File: config.mk
export PLATFORM = sky130hd
export DESIGN_NAME = mac_frame_statistics_counters
export DESIGN_NICKNAME = d
export VERILOG_FILES = /design/src/design/mac_stats_pkg.sv /design/src/design/mac_frame_statistics_counters.sv
export VERILOG_INCLUDE_DIRS = /design/src /design/src/design
export SDC_FILE = /design/constraint.sdc
export NUM_CORES = 2
export LEC_CHECK = 0
export BUFFER_PORTS_ARGS = -buffer_cell sky130_fd_sc_hd__buf_4
export CORE_UTILIZATION = 40
export DETAILED_ROUTE_END_ITERATION = 8
export SLEW_MARGIN = 10
export SYNTH_ARGS = -nofsm -noshare
export SYNTH_HDL_FRONTEND = slang
export SYNTH_SLANG_ARGS = --single-unit
File: constraint.sdc
create_clock -name i_core_clk -period 3.4 [get_ports i_core_clk]
set_input_delay 0.68 -clock i_core_clk [delete_from_list [all_inputs] [get_ports i_core_clk]]
set_output_delay 0.68 -clock i_core_clk [all_outputs]
set_load 0.05 [all_outputs]
File: src/design/mac_stats_defs.svh
`ifndef MAC_STATS_DEFS_SVH
`define MAC_STATS_DEFS_SVH

// ----------------------------------------------------------------------
// Register map
// ----------------------------------------------------------------------
`define RX_BYTES_LOW_OFS          32'h0000_0200
`define RX_BYTES_HIGH_OFS         32'h0000_0204
`define TX_BYTES_LOW_OFS          32'h0000_0208
`define TX_BYTES_HIGH_OFS         32'h0000_020C
`define RX_UNDERSIZE_LOW_OFS      32'h0000_0210
`define RX_UNDERSIZE_HIGH_OFS     32'h0000_0214
`define RX_FRAGMENT_LOW_OFS       32'h0000_0218
`define RX_FRAGMENT_HIGH_OFS      32'h0000_021C
`define RX_LEN64_LOW_OFS          32'h0000_0220
`define RX_LEN64_HIGH_OFS         32'h0000_0224
`define RX_LEN65_127_LOW_OFS      32'h0000_0228
`define RX_LEN65_127_HIGH_OFS     32'h0000_022C
`define RX_LEN128_255_LOW_OFS     32'h0000_0230
`define RX_LEN128_255_HIGH_OFS    32'h0000_0234
`define RX_LEN256_511_LOW_OFS     32'h0000_0238
`define RX_LEN256_511_HIGH_OFS    32'h0000_023C
`define RX_LEN512_1023_LOW_OFS    32'h0000_0240
`define RX_LEN512_1023_HIGH_OFS   32'h0000_0244
`define RX_LEN1024_MAX_LOW_OFS    32'h0000_0248
`define RX_LEN1024_MAX_HIGH_OFS   32'h0000_024C
`define RX_OVERSIZE_LOW_OFS       32'h0000_0250
`define RX_OVERSIZE_HIGH_OFS      32'h0000_0254
`define TX_LEN64_LOW_OFS          32'h0000_0258
`define TX_LEN64_HIGH_OFS         32'h0000_025C

// Counter count and counter indices
`define NUM_COUNTERS              4'hC
`define IDX_RX_BYTES              4'h0
`define IDX_TX_BYTES              4'h1
`define IDX_RX_UNDERSIZE          4'h2
`define IDX_RX_FRAGMENT           4'h3
`define IDX_RX_LEN64              4'h4
`define IDX_RX_LEN65_127          4'h5
`define IDX_RX_LEN128_255         4'h6
`define IDX_RX_LEN256_511         4'h7
`define IDX_RX_LEN512_1023        4'h8
`define IDX_RX_LEN1024_MAX        4'h9
`define IDX_RX_OVERSIZE           4'hA
`define IDX_TX_LEN64              4'hB

// ----------------------------------------------------------------------
// Frame length limits
// ----------------------------------------------------------------------
`define LEN_64                    14'h0040
`define LEN_127                   14'h007F
`define LEN_255                   14'h00FF
`define LEN_511                   14'h01FF
`define LEN_1023                  14'h03FF
`define MAX_LEGAL_LEN_DEFAULT     14'h05EE

// ----------------------------------------------------------------------
// AXI response codes
// ----------------------------------------------------------------------
`define RESP_OKAY                 2'h0
`define RESP_SLVERR               2'h2
`define RESP_DECERR               2'h3

`endif

File: src/design/mac_stats_pkg.sv
package mac_stats_pkg;

  // Receive flag vector layout, 30 bits
  typedef struct packed {
    logic [12:0] spare;      // Unused, bits 29:17
    logic [13:0] length;     // Frame length in bytes, DA to FCS
    logic        other_err;  // Malformed for a reason other than FCS
    logic        fcs_bad;    // Frame check sequence failed
    logic        good;       // Frame error-free
  } rx_flags_s;

  // Transmit flag vector layout, 26 bits
  typedef struct packed {
    logic [10:0] spare;      // Unused, bits 25:15
    logic [13:0] length;     // Frame length in bytes, DA to FCS
    logic        good;       // Frame error-free
  } tx_flags_s;

  // Read channel state
  typedef enum logic [0:0] {
    RD_IDLE = 1'b0,
    RD_RESP = 1'b1
  } rd_state_e;

endpackage

File: src/design/mac_frame_statistics_counters.sv
`include "mac_stats_defs.svh"

module mac_frame_statistics_counters #(
  parameter logic [13:0] MAX_LEGAL_LEN = `MAX_LEGAL_LEN_DEFAULT,
  parameter int CNT_W = 64
) (
  input  wire logic        i_core_clk,
  input  wire logic        i_arst_n,
  input  wire logic        i_reconfig,
  input  wire logic [25:0] i_tx_flags,
  input  wire logic        i_tx_flags_valid,
  input  wire logic [29:0] i_rx_flags,
  input  wire logic        i_rx_flags_valid,
  output logic      [25:0] o_tx_statistics_vector,
  output logic             o_tx_statistics_valid,
  output logic      [29:0] o_rx_statistics_vector,
  output logic             o_rx_statistics_valid,
  input  wire logic [31:0] s_axi_awaddr,
  input  wire logic        s_axi_awvalid,
  output logic             s_axi_awready,
  input  wire logic [31:0] s_axi_wdata,
  input  wire logic        s_axi_wvalid,
  output logic             s_axi_wready,
  output logic      [1:0]  s_axi_bresp,
  output logic             s_axi_bvalid,
  input  wire logic        s_axi_bready,
  input  wire logic [31:0] s_axi_araddr,
  input  wire logic        s_axi_arvalid,
  output logic             s_axi_arready,
  output logic      [31:0] s_axi_rdata,
  output logic      [1:0]  s_axi_rresp,
  output logic             s_axi_rvalid,
  input  wire logic        s_axi_rready
);

  // --------------------------------------------------------------------
  // Helpers
  // --------------------------------------------------------------------

  // True when an address falls inside the counter window
  function automatic logic in_window(input logic [31:0] addr);
    in_window = (addr >= `RX_BYTES_LOW_OFS) &&
                (addr <= `TX_LEN64_HIGH_OFS);
  endfunction

  // Counter index for an address inside the window
  function automatic logic [3:0] cnt_index(input logic [31:0] addr);
    logic [31:0] rel;
    rel = addr - `RX_BYTES_LOW_OFS;
    cnt_index = rel[6:3];
  endfunction

  // --------------------------------------------------------------------
  // Flag vector capture
  // --------------------------------------------------------------------
  mac_stats_pkg::rx_flags_s rx_reg; // Sampled receive flags
  mac_stats_pkg::tx_flags_s tx_reg; // Sampled transmit flags
  logic rx_vld_reg; // Receive strobe, delayed with flags
  logic tx_vld_reg; // Transmit strobe, delayed with flags

  // Register the vectors on their strobes; flags only move with a strobe
  always_ff @(posedge i_core_clk or negedge i_arst_n) begin
    if (!i_arst_n) begin
      rx_reg <= '0;
      tx_reg <= '0;
      rx_vld_reg <= 1'b0;
      tx_vld_reg <= 1'b0;
    end else begin
      rx_vld_reg <= i_rx_flags_valid;
      tx_vld_reg <= i_tx_flags_valid;
      if (i_rx_flags_valid) begin
        rx_reg <= i_rx_flags;
      end
      if (i_tx_flags_valid) begin
        tx_reg <= i_tx_flags;
      end
    end
  end

  // Vectors brought out for counting in outside logic
  assign o_rx_statistics_vector = rx_reg;
  assign o_rx_statistics_valid = rx_vld_reg;
  assign o_tx_statistics_vector = tx_reg;
  assign o_tx_statistics_valid = tx_vld_reg;

  // --------------------------------------------------------------------
  // Frame classification
  // --------------------------------------------------------------------
  logic rx_clean; // No FCS or other error
  logic [CNT_W-1:0] inc [`NUM_COUNTERS]; // Increment per counter

  always_comb begin
    rx_clean = !rx_reg.fcs_bad && !rx_reg.other_err;
    for (int k = 0; k < `NUM_COUNTERS; k++) begin
      inc[k] = '0;
    end
    // Byte counts, every frame
    if (rx_vld_reg) begin
      inc[`IDX_RX_BYTES] = CNT_W'(rx_reg.length);
    end
    if (tx_vld_reg) begin
      inc[`IDX_TX_BYTES] = CNT_W'(tx_reg.length);
    end
    // Receive length classes
    if (rx_vld_reg) begin
      if (rx_reg.length < `LEN_64) begin
        if (rx_clean) begin
          inc[`IDX_RX_UNDERSIZE] = CNT_W'(1);
        end
        if (rx_reg.fcs_bad) begin
          inc[`IDX_RX_FRAGMENT] = CNT_W'(1);
        end
      end else if (rx_reg.length > MAX_LEGAL_LEN) begin
        if (rx_clean) begin
          inc[`IDX_RX_OVERSIZE] = CNT_W'(1);
        end
      end else if (rx_reg.good && rx_clean) begin
        if (rx_reg.length == `LEN_64) begin
          inc[`IDX_RX_LEN64] = CNT_W'(1);
        end else if (rx_reg.length <= `LEN_127) begin
          inc[`IDX_RX_LEN65_127] = CNT_W'(1);
        end else if (rx_reg.length <= `LEN_255) begin
          inc[`IDX_RX_LEN128_255] = CNT_W'(1);
        end else if (rx_reg.length <= `LEN_511) begin
          inc[`IDX_RX_LEN256_511] = CNT_W'(1);
        end else if (rx_reg.length <= `LEN_1023) begin
          inc[`IDX_RX_LEN512_1023] = CNT_W'(1);
        end else begin
          inc[`IDX_RX_LEN1024_MAX] = CNT_W'(1);
        end
      end
    end
    // Transmit 64-byte frames
    if (tx_vld_reg && tx_reg.good && (tx_reg.length == `LEN_64)) begin
      inc[`IDX_TX_LEN64] = CNT_W'(1);
    end
  end

  // --------------------------------------------------------------------
  // Counter bank
  // --------------------------------------------------------------------
  logic [CNT_W-1:0] cnt_reg [`NUM_COUNTERS]; // Counter storage

  // No reset: counters wrap and clear only on reconfiguration
  genvar g;
  generate
    for (g = 0; g < `NUM_COUNTERS; g++) begin : g_cnt
      always_ff @(posedge i_core_clk) begin
        if (i_reconfig) begin
          cnt_reg[g] <= '0;
        end else begin
          cnt_reg[g] <= cnt_reg[g] + inc[g];
        end
      end
    end
  endgenerate

  // --------------------------------------------------------------------
  // Write channel
  // --------------------------------------------------------------------
  logic wr_take; // Write address and data accepted
  logic rd_take; // Read address accepted

  // Reads take priority so transaction order is always defined
  assign wr_take = s_axi_awvalid && s_axi_wvalid && !s_axi_bvalid &&
                   !rd_take;
  assign s_axi_awready = wr_take;
  assign s_axi_wready = wr_take;

  // Every write is refused; counter contents are never touched
  always_ff @(posedge i_core_clk or negedge i_arst_n) begin
    if (!i_arst_n) begin
      s_axi_bvalid <= 1'b0;
      s_axi_bresp <= `RESP_OKAY;
    end else if (wr_take) begin
      s_axi_bvalid <= 1'b1;
      if (in_window(s_axi_awaddr)) begin
        s_axi_bresp <= `RESP_SLVERR;
      end else begin
        s_axi_bresp <= `RESP_DECERR;
      end
    end else if (s_axi_bready) begin
      s_axi_bvalid <= 1'b0;
    end
  end

  // --------------------------------------------------------------------
  // Read channel
  // --------------------------------------------------------------------
  mac_stats_pkg::rd_state_e rd_state_reg; // Read channel state
  logic last_low_reg; // Previous transaction read a low word
  logic [3:0] last_idx_reg; // Counter index of that low read
  logic [31:0] high_snap_reg; // High word taken with the low word
  logic [3:0] ar_idx; // Index of the requested counter
  logic ar_hit; // Requested address word-aligned and inside window
  logic ar_high; // Requested word is the high word

  assign s_axi_arready = (rd_state_reg == mac_stats_pkg::RD_IDLE);
  assign rd_take = s_axi_arvalid && s_axi_arready;
  assign ar_hit = in_window(s_axi_araddr) && (s_axi_araddr[1:0] == 2'h0);
  assign ar_idx = cnt_index(s_axi_araddr);
  assign ar_high = s_axi_araddr[2];
  assign s_axi_rvalid = (rd_state_reg == mac_stats_pkg::RD_RESP);

  // Read state sequence
  always_ff @(posedge i_core_clk or negedge i_arst_n) begin
    if (!i_arst_n) begin
      rd_state_reg <= mac_stats_pkg::RD_IDLE;
    end else begin
      case (rd_state_reg)
        mac_stats_pkg::RD_IDLE: begin
          if (rd_take) begin
            rd_state_reg <= mac_stats_pkg::RD_RESP;
          end
        end
        mac_stats_pkg::RD_RESP: begin
          if (s_axi_rready) begin
            rd_state_reg <= mac_stats_pkg::RD_IDLE;
          end
        end
        default: begin
          rd_state_reg <= mac_stats_pkg::RD_IDLE;
        end
      endcase
    end
  end

  // Read data, response and low-then-high tracking
  always_ff @(posedge i_core_clk or negedge i_arst_n) begin
    if (!i_arst_n) begin
      s_axi_rdata <= 32'h0000_0000;
      s_axi_rresp <= `RESP_OKAY;
      last_low_reg <= 1'b0;
      last_idx_reg <= 4'h0;
      high_snap_reg <= 32'h0000_0000;
    end else if (rd_take) begin
      last_low_reg <= 1'b0;
      s_axi_rdata <= 32'h0000_0000;
      if (!ar_hit) begin
        s_axi_rresp <= `RESP_DECERR;
      end else if (!ar_high) begin
        // Low word; freeze the matching high word alongside
        s_axi_rdata <= cnt_reg[ar_idx][31:0];
        high_snap_reg <= cnt_reg[ar_idx][63:32];
        s_axi_rresp <= `RESP_OKAY;
        last_low_reg <= 1'b1;
        last_idx_reg <= ar_idx;
      end else if (last_low_reg && (last_idx_reg == ar_idx)) begin
        s_axi_rdata <= high_snap_reg;
        s_axi_rresp <= `RESP_OKAY;
      end else begin
        s_axi_rresp <= `RESP_SLVERR;
      end
    end else if (wr_take) begin
      // Any write breaks a low-then-high pair
      last_low_reg <= 1'b0;
    end
  end

endmodule

# Word-level counts from Yosys, hierarchy flattened
# Memories as Yosys holds them, arrays and structs flattened.
# Index checks and enable logic that the tools add are counted.
totals:
  reg_bits: 133
  ram_bits: 768
  wordCells: 131
  output_inout_bits: 99
  memories: 1
  input_bits: 162
memory_table:
  columns: ["memory", "words", "width", "read_ports", "rd_clocked_by_memory_dff", "write_ports", "line", "source"]
  rows:
  - ["cnt_reg", 12, 64, 13, 0, 12, "mac_frame_statistics_counters.sv:142", "logic [CNT_W-1:0] cnt_reg [`NUM_COUNTERS];"]
classes:
  n_mux: 52
  magnitude_cmp: 10
  n_eq_ne: 3
  add_sub_neg: 13
  n_bitwise: 14
  n_reduce_logical: 20
op_table:
  columns: ["cell", "count"]
  rows:
  - ["$mux W64", 13]
  - ["$add A64 B64 Y64", 12]
  - ["$mux W321", 2]
  - ["$mux W576", 1]
  - ["$mux W385", 1]
  - ["$mux W257", 1]
  - ["$mux W193", 1]
  - ["$mux W65", 2]
  - ["$mux W129", 1]
  - ["$mux W32", 3]
  - ["$ge A32 B10 Y1 const B", 2]
  - ["$le A32 B10 Y1 const B", 2]
  - ["$eq A14 B7 Y1 const B", 2]
  - ["$mux W14", 2]
  - ["$mux W1", 21]
  - ["$gt A14 B11 Y1 const B", 1]
  - ["$le A14 B10 Y1 const B", 1]
  - ["$le A14 B7 Y1 const B", 1]
  - ["$le A14 B8 Y1 const B", 1]
  - ["$le A14 B9 Y1 const B", 1]
  - ["$lt A14 B7 Y1 const B", 1]
  - ["$logic_and A1 B1 Y1", 12]
  - ["$or A1 B1 Y1", 12]
  - ["$sub A7 B1 Y7 const B", 1]
  - ["other kinds (8)", 15]

# Logic depth before layout (Yosys ltp)
depth:
  ltp_word: 12
  mapped_depth: 15

# Worst setup path before layout
# OpenSTA, ideal clock, no wires.
synth_path:
  path_kind: "register to register"
  start: "register rx_vld_reg (netlist: o_rx_statistics_valid)"
  end: "memory cnt_reg[4][58]"
  arrival_ns: 3.552
  n_path_buf: 0
  setup_time_ns: 0.070
  path_stages_with_launch: 13
  setup_slack_ns: -0.223
  required_ns: 3.330
  path_cell_list: "dfrtp_1 nor3b_1 and3_1 nand4b_1 nor2_1 ha_1 ha_1 inv_1 or4_4 nor4_4 nand4b_2 or3_1 a21oi_1"
synth_rtl:
  columns: ["item", "line", "source"]
  rows:
  - ["start, declared", "mac_frame_statistics_counters.sv:58", "logic rx_vld_reg;"]
  - ["start signal, assigned", "mac_frame_statistics_counters.sv:69", "rx_vld_reg <= i_rx_flags_valid;"]
  - ["end, declared", "mac_frame_statistics_counters.sv:142", null]

==> out/results.txt <==
status: finished clean
FP Rows: 125
final hold viol count: 0
dpl hpwl: 107200 microns
die footprint: 119300 sq um
Synth Area in XOR/XNOR: 10.92%
Routed WL: 144300 microns
worst clock skew: 0.03475 ns
period utilization: 99.89%
Hold Path Cell Cnt: 2
max FFs per register: 768
vias in the first global route: 37112
WL met3: 9190 microns
R2R setup slack: 0.004 ns
GRT Total Usage: 23.60%
H-tree Lvls: 3
CTS root buf: clkbuf_16
critical path required time: 4.03 ns
CTS tree: yes
startpoint of the worst hold path: s_axi_bready
Yosys cell types: 81
Synth Area in Simple Gates: 25.25%
CTS Buf Count: 102
Residual DRC: 0
Reg-to-Reg End: cnt_reg[4][58]
Ant. Diodes: 0
post-place setup slack: -0.01373 ns
Hold Crit Class: primary input to flip-flop
setup_tns: 0 ns
register area share after synthesis: 39.66%
number of max-cap violations: 0
top_reg_cell synth: dfxtp_1
Cells after Synth: 5119
met2 routed WL: 66620 microns
leak pwr: 20.10 nW
die width: 345.3 microns
I/O Buffers: 228
Reg-to-Reg Start: o_rx_statistics_vector[16]
compound-gate portion of the synthesized area: 6.273%
sink of the worst hold path: s_axi_bvalid
synthesized cell area: 47150 sq um
Skew-Pair Late Insertion Delay: 0.71 ns
Final setup viols: 0
Synth Area in Adders: 1.359%
Initial Utilization: 40.47%
Power per Cell Area: 433.7 nW/um^2
grt ovf: 0
wire length on met1: 63090 microns
I/O pin count: 261
GP Congestion: 0.9323
largest family of logic cells by synthesized area: simple AND/OR/NAND/NOR gates
vias: 39505
Post-synth EDFFs: 0
wire per inst: 20.54 microns
R2R depth: 13
Worst Setup Slack, final: 0.003638 ns
maximum vdd drop: 0.3709 mV
syn_nets: 5331
Crit. End Element: flip-flop
Crit Path Class: flip-flop to flip-flop
DR iter-0 viols: 3197
Worst setup SP type: flip-flop
RSZ-0062 raised after global routing: true
Layout area overhead: 17.80%
Syn Area/Cell: 9.211 sq um
actual slew at the worst max-slew pin: 0.8048 ns
Vias/cell: 5.625
largest net degree at the start of global routing: 107
Clk pin slew, worst setup/hold paths: 0.06 ns
Die Y: 345.3 microns
share of cells above drive strength 1: 19.29%
Core Box Area: 116500 sq um
NumNets Final: 5627
clock sinks: 901
CTS Buffer Depth: 3
async set-reset flop share out of synthesis: 14.76%
FMAX: 294.4 MHz
first-pass GRT wire length: 222000 microns
drt pass-1 iters: 6
arrival time at the worst endpoint: 4.02 ns
YS warnings: 0
post-route ant nets: 0
total power: 24.09 mW
Max Slew Vio Count: 0
fin crit period: 3.396 ns
top layer reached by signal wires: met5
max_slew headroom: 45.93%
mux cell area share after synthesis: 13.47%
initial antenna violation count: 6
crit-path max FO: 6
#FFs+latches synth: 901
-- through the flow --
step,instances,hold WS [ns],util [%],cell area [sq um]
floorplan,5119,0.3844,-,47170
global placement,6829,0.4531,44.51,51860
detailed placement,6829,0.4558,44.51,51860
CTS,7018,0.1092,47.47,55310
global route,7023,0.1425,47.67,55550
finish,7023,0.1466,47.67,55550
-- worst max-delay path: stages, from the launching register on --
cell	delay [ns]
dfrtp_1	0.40
nor4_4	0.30
and3_4	0.25
nand4b_1	0.14
nor2_2	0.16
ha_2	0.22
ha_4	0.14
inv_2	0.03
or4_4	0.55
nor4_4	0.34
buf_12	0.19
nand4b_4	0.11
or3_4	0.39
a21oi_2	0.11
-- area by class of cell --
class,count,area (sq um)
clock buffer,160,3100
inverter,113,424.2
clock inverter,28,327.8
multi-input combinational,3843,27270
fill,10927,60970
timing repair buffer,454,3810
tap,1524,1907
sequential,901,18710
-- cells by family (layout without fill, tap and decap cells) --
group | after synthesis | after routing
adders and majority gates | 50 | 50
DFF | 901 | 901
xor gates and xnor gates | 588 | 588
AOI/OAI and AO/OA | 473 | 473
muxes | 376 | 376
and+or+nand+nor | 2356 | 2356
buffers and inverters | 375 | 755
-- synth_stat cells (5+ instances only) --
master,count,area share [%]
inv_1,113,0.90
a2111oi_0,13,0.24
nor3b_1,9,0.14
nor2_1,762,6.1
and3_1,97,1.3
o221ai_1,33,0.61
dfxtp_1,768,33
buf_2,15,0.16
nand3b_1,6,0.096
ha_1,48,1.3
clkbuf_1,210,1.7
nor4bb_1,5,0.11
nand4_1,199,2.6
and2_1,69,0.92
o31ai_1,10,0.16
o21ai_0,127,1.3
nor3_1,124,1.3
nand2b_1,13,0.17
or4_1,16,0.25
buf_1,32,0.25
nand2_1,379,3.0
nand3_1,276,2.9
a21o_1,18,0.29
o21a_1,13,0.21
or2_2,10,0.13
and4_1,83,1.5
a311oi_1,8,0.15
xor2_1,310,5.8
or3_1,91,1.2
mux2i_1,34,0.72
nor4_1,108,1.4
mux2_2,150,3.6
dfrtp_1,133,7.1
xnor2_1,278,5.2
nor2b_1,68,0.90
a211oi_1,29,0.46
a21oi_1,172,1.8
mux4_2,192,9.2
a31o_2,11,0.20
a21boi_0,5,0.080
-- power by group --
part / total (mW) / internal, mW / switching [mW] / leakage, nW
Combinational: 1.97 / 0.767 / 1.21 / 10.5
Clock: 11.2 / 6.56 / 4.68 / 1.68
Sequential: 10.9 / 10.7 / 0.150 / 7.89
-- placed cells by master, fill, tap and decap left out, types with 28 or more instances in the layout --
cell         n
and2_1      68
a21oi_1    170
nor4_1      98
nor3_1     117
dfrtp_1    128
a211oi_1    29
mux4_2     192
and3_1      95
dfxtp_1    768
nor2_1     760
or3_1       89
and4_1      83
clkbuf_8    33
inv_1      112
o21ai_0    127
nand3_1    272
xor2_1     310
xnor2_1    277
ha_1        42
buf_12      28
buf_4      417
nand4_1    199
mux2i_1     34
mux2_2     150
nor2b_1     68
clkbuf_16  102
nand2_1    377
o221ai_1    33
-- what timing repair did --
item	CTS	global route
gates resized for setup	3	46
endpoints found under the hold margin	51	0
hold buffers	1	0
setup buffers	0	5
pin swaps	0	17
setup endpoints to repair	2	59
-- worst max-delay path by stage --
stage	to	cells after the start	slack, ns	from
final	cnt_reg[4][58]	13	0.004	o_rx_statistics_vector[16]
after global routing	cnt_reg[4][58]	13	-0.13	o_rx_statistics_vector[16]
after CTS	cnt_reg[6][62]	12	0.001	o_rx_statistics_vector[13]
after detailed placement	cnt_reg[6][62]	12	-0.01	o_rx_statistics_vector[13]
after global placement	cnt_reg[8][34]	13	-0.01	o_rx_statistics_vector[13]
after floorplan	cnt_reg[4][58]	12	0.006	o_rx_statistics_vector[15]
-- layer usage --
layer | vias to the layer above | track usage, %
met1 | 19157 | 31.87
met4 | 4 | 9.147
met3 | 218 | 3.383
li1 | 18876 | -
met5 | - | 0
met2 | 1250 | 38.04
Note: power is estimated with default switching activity, not from simulation.
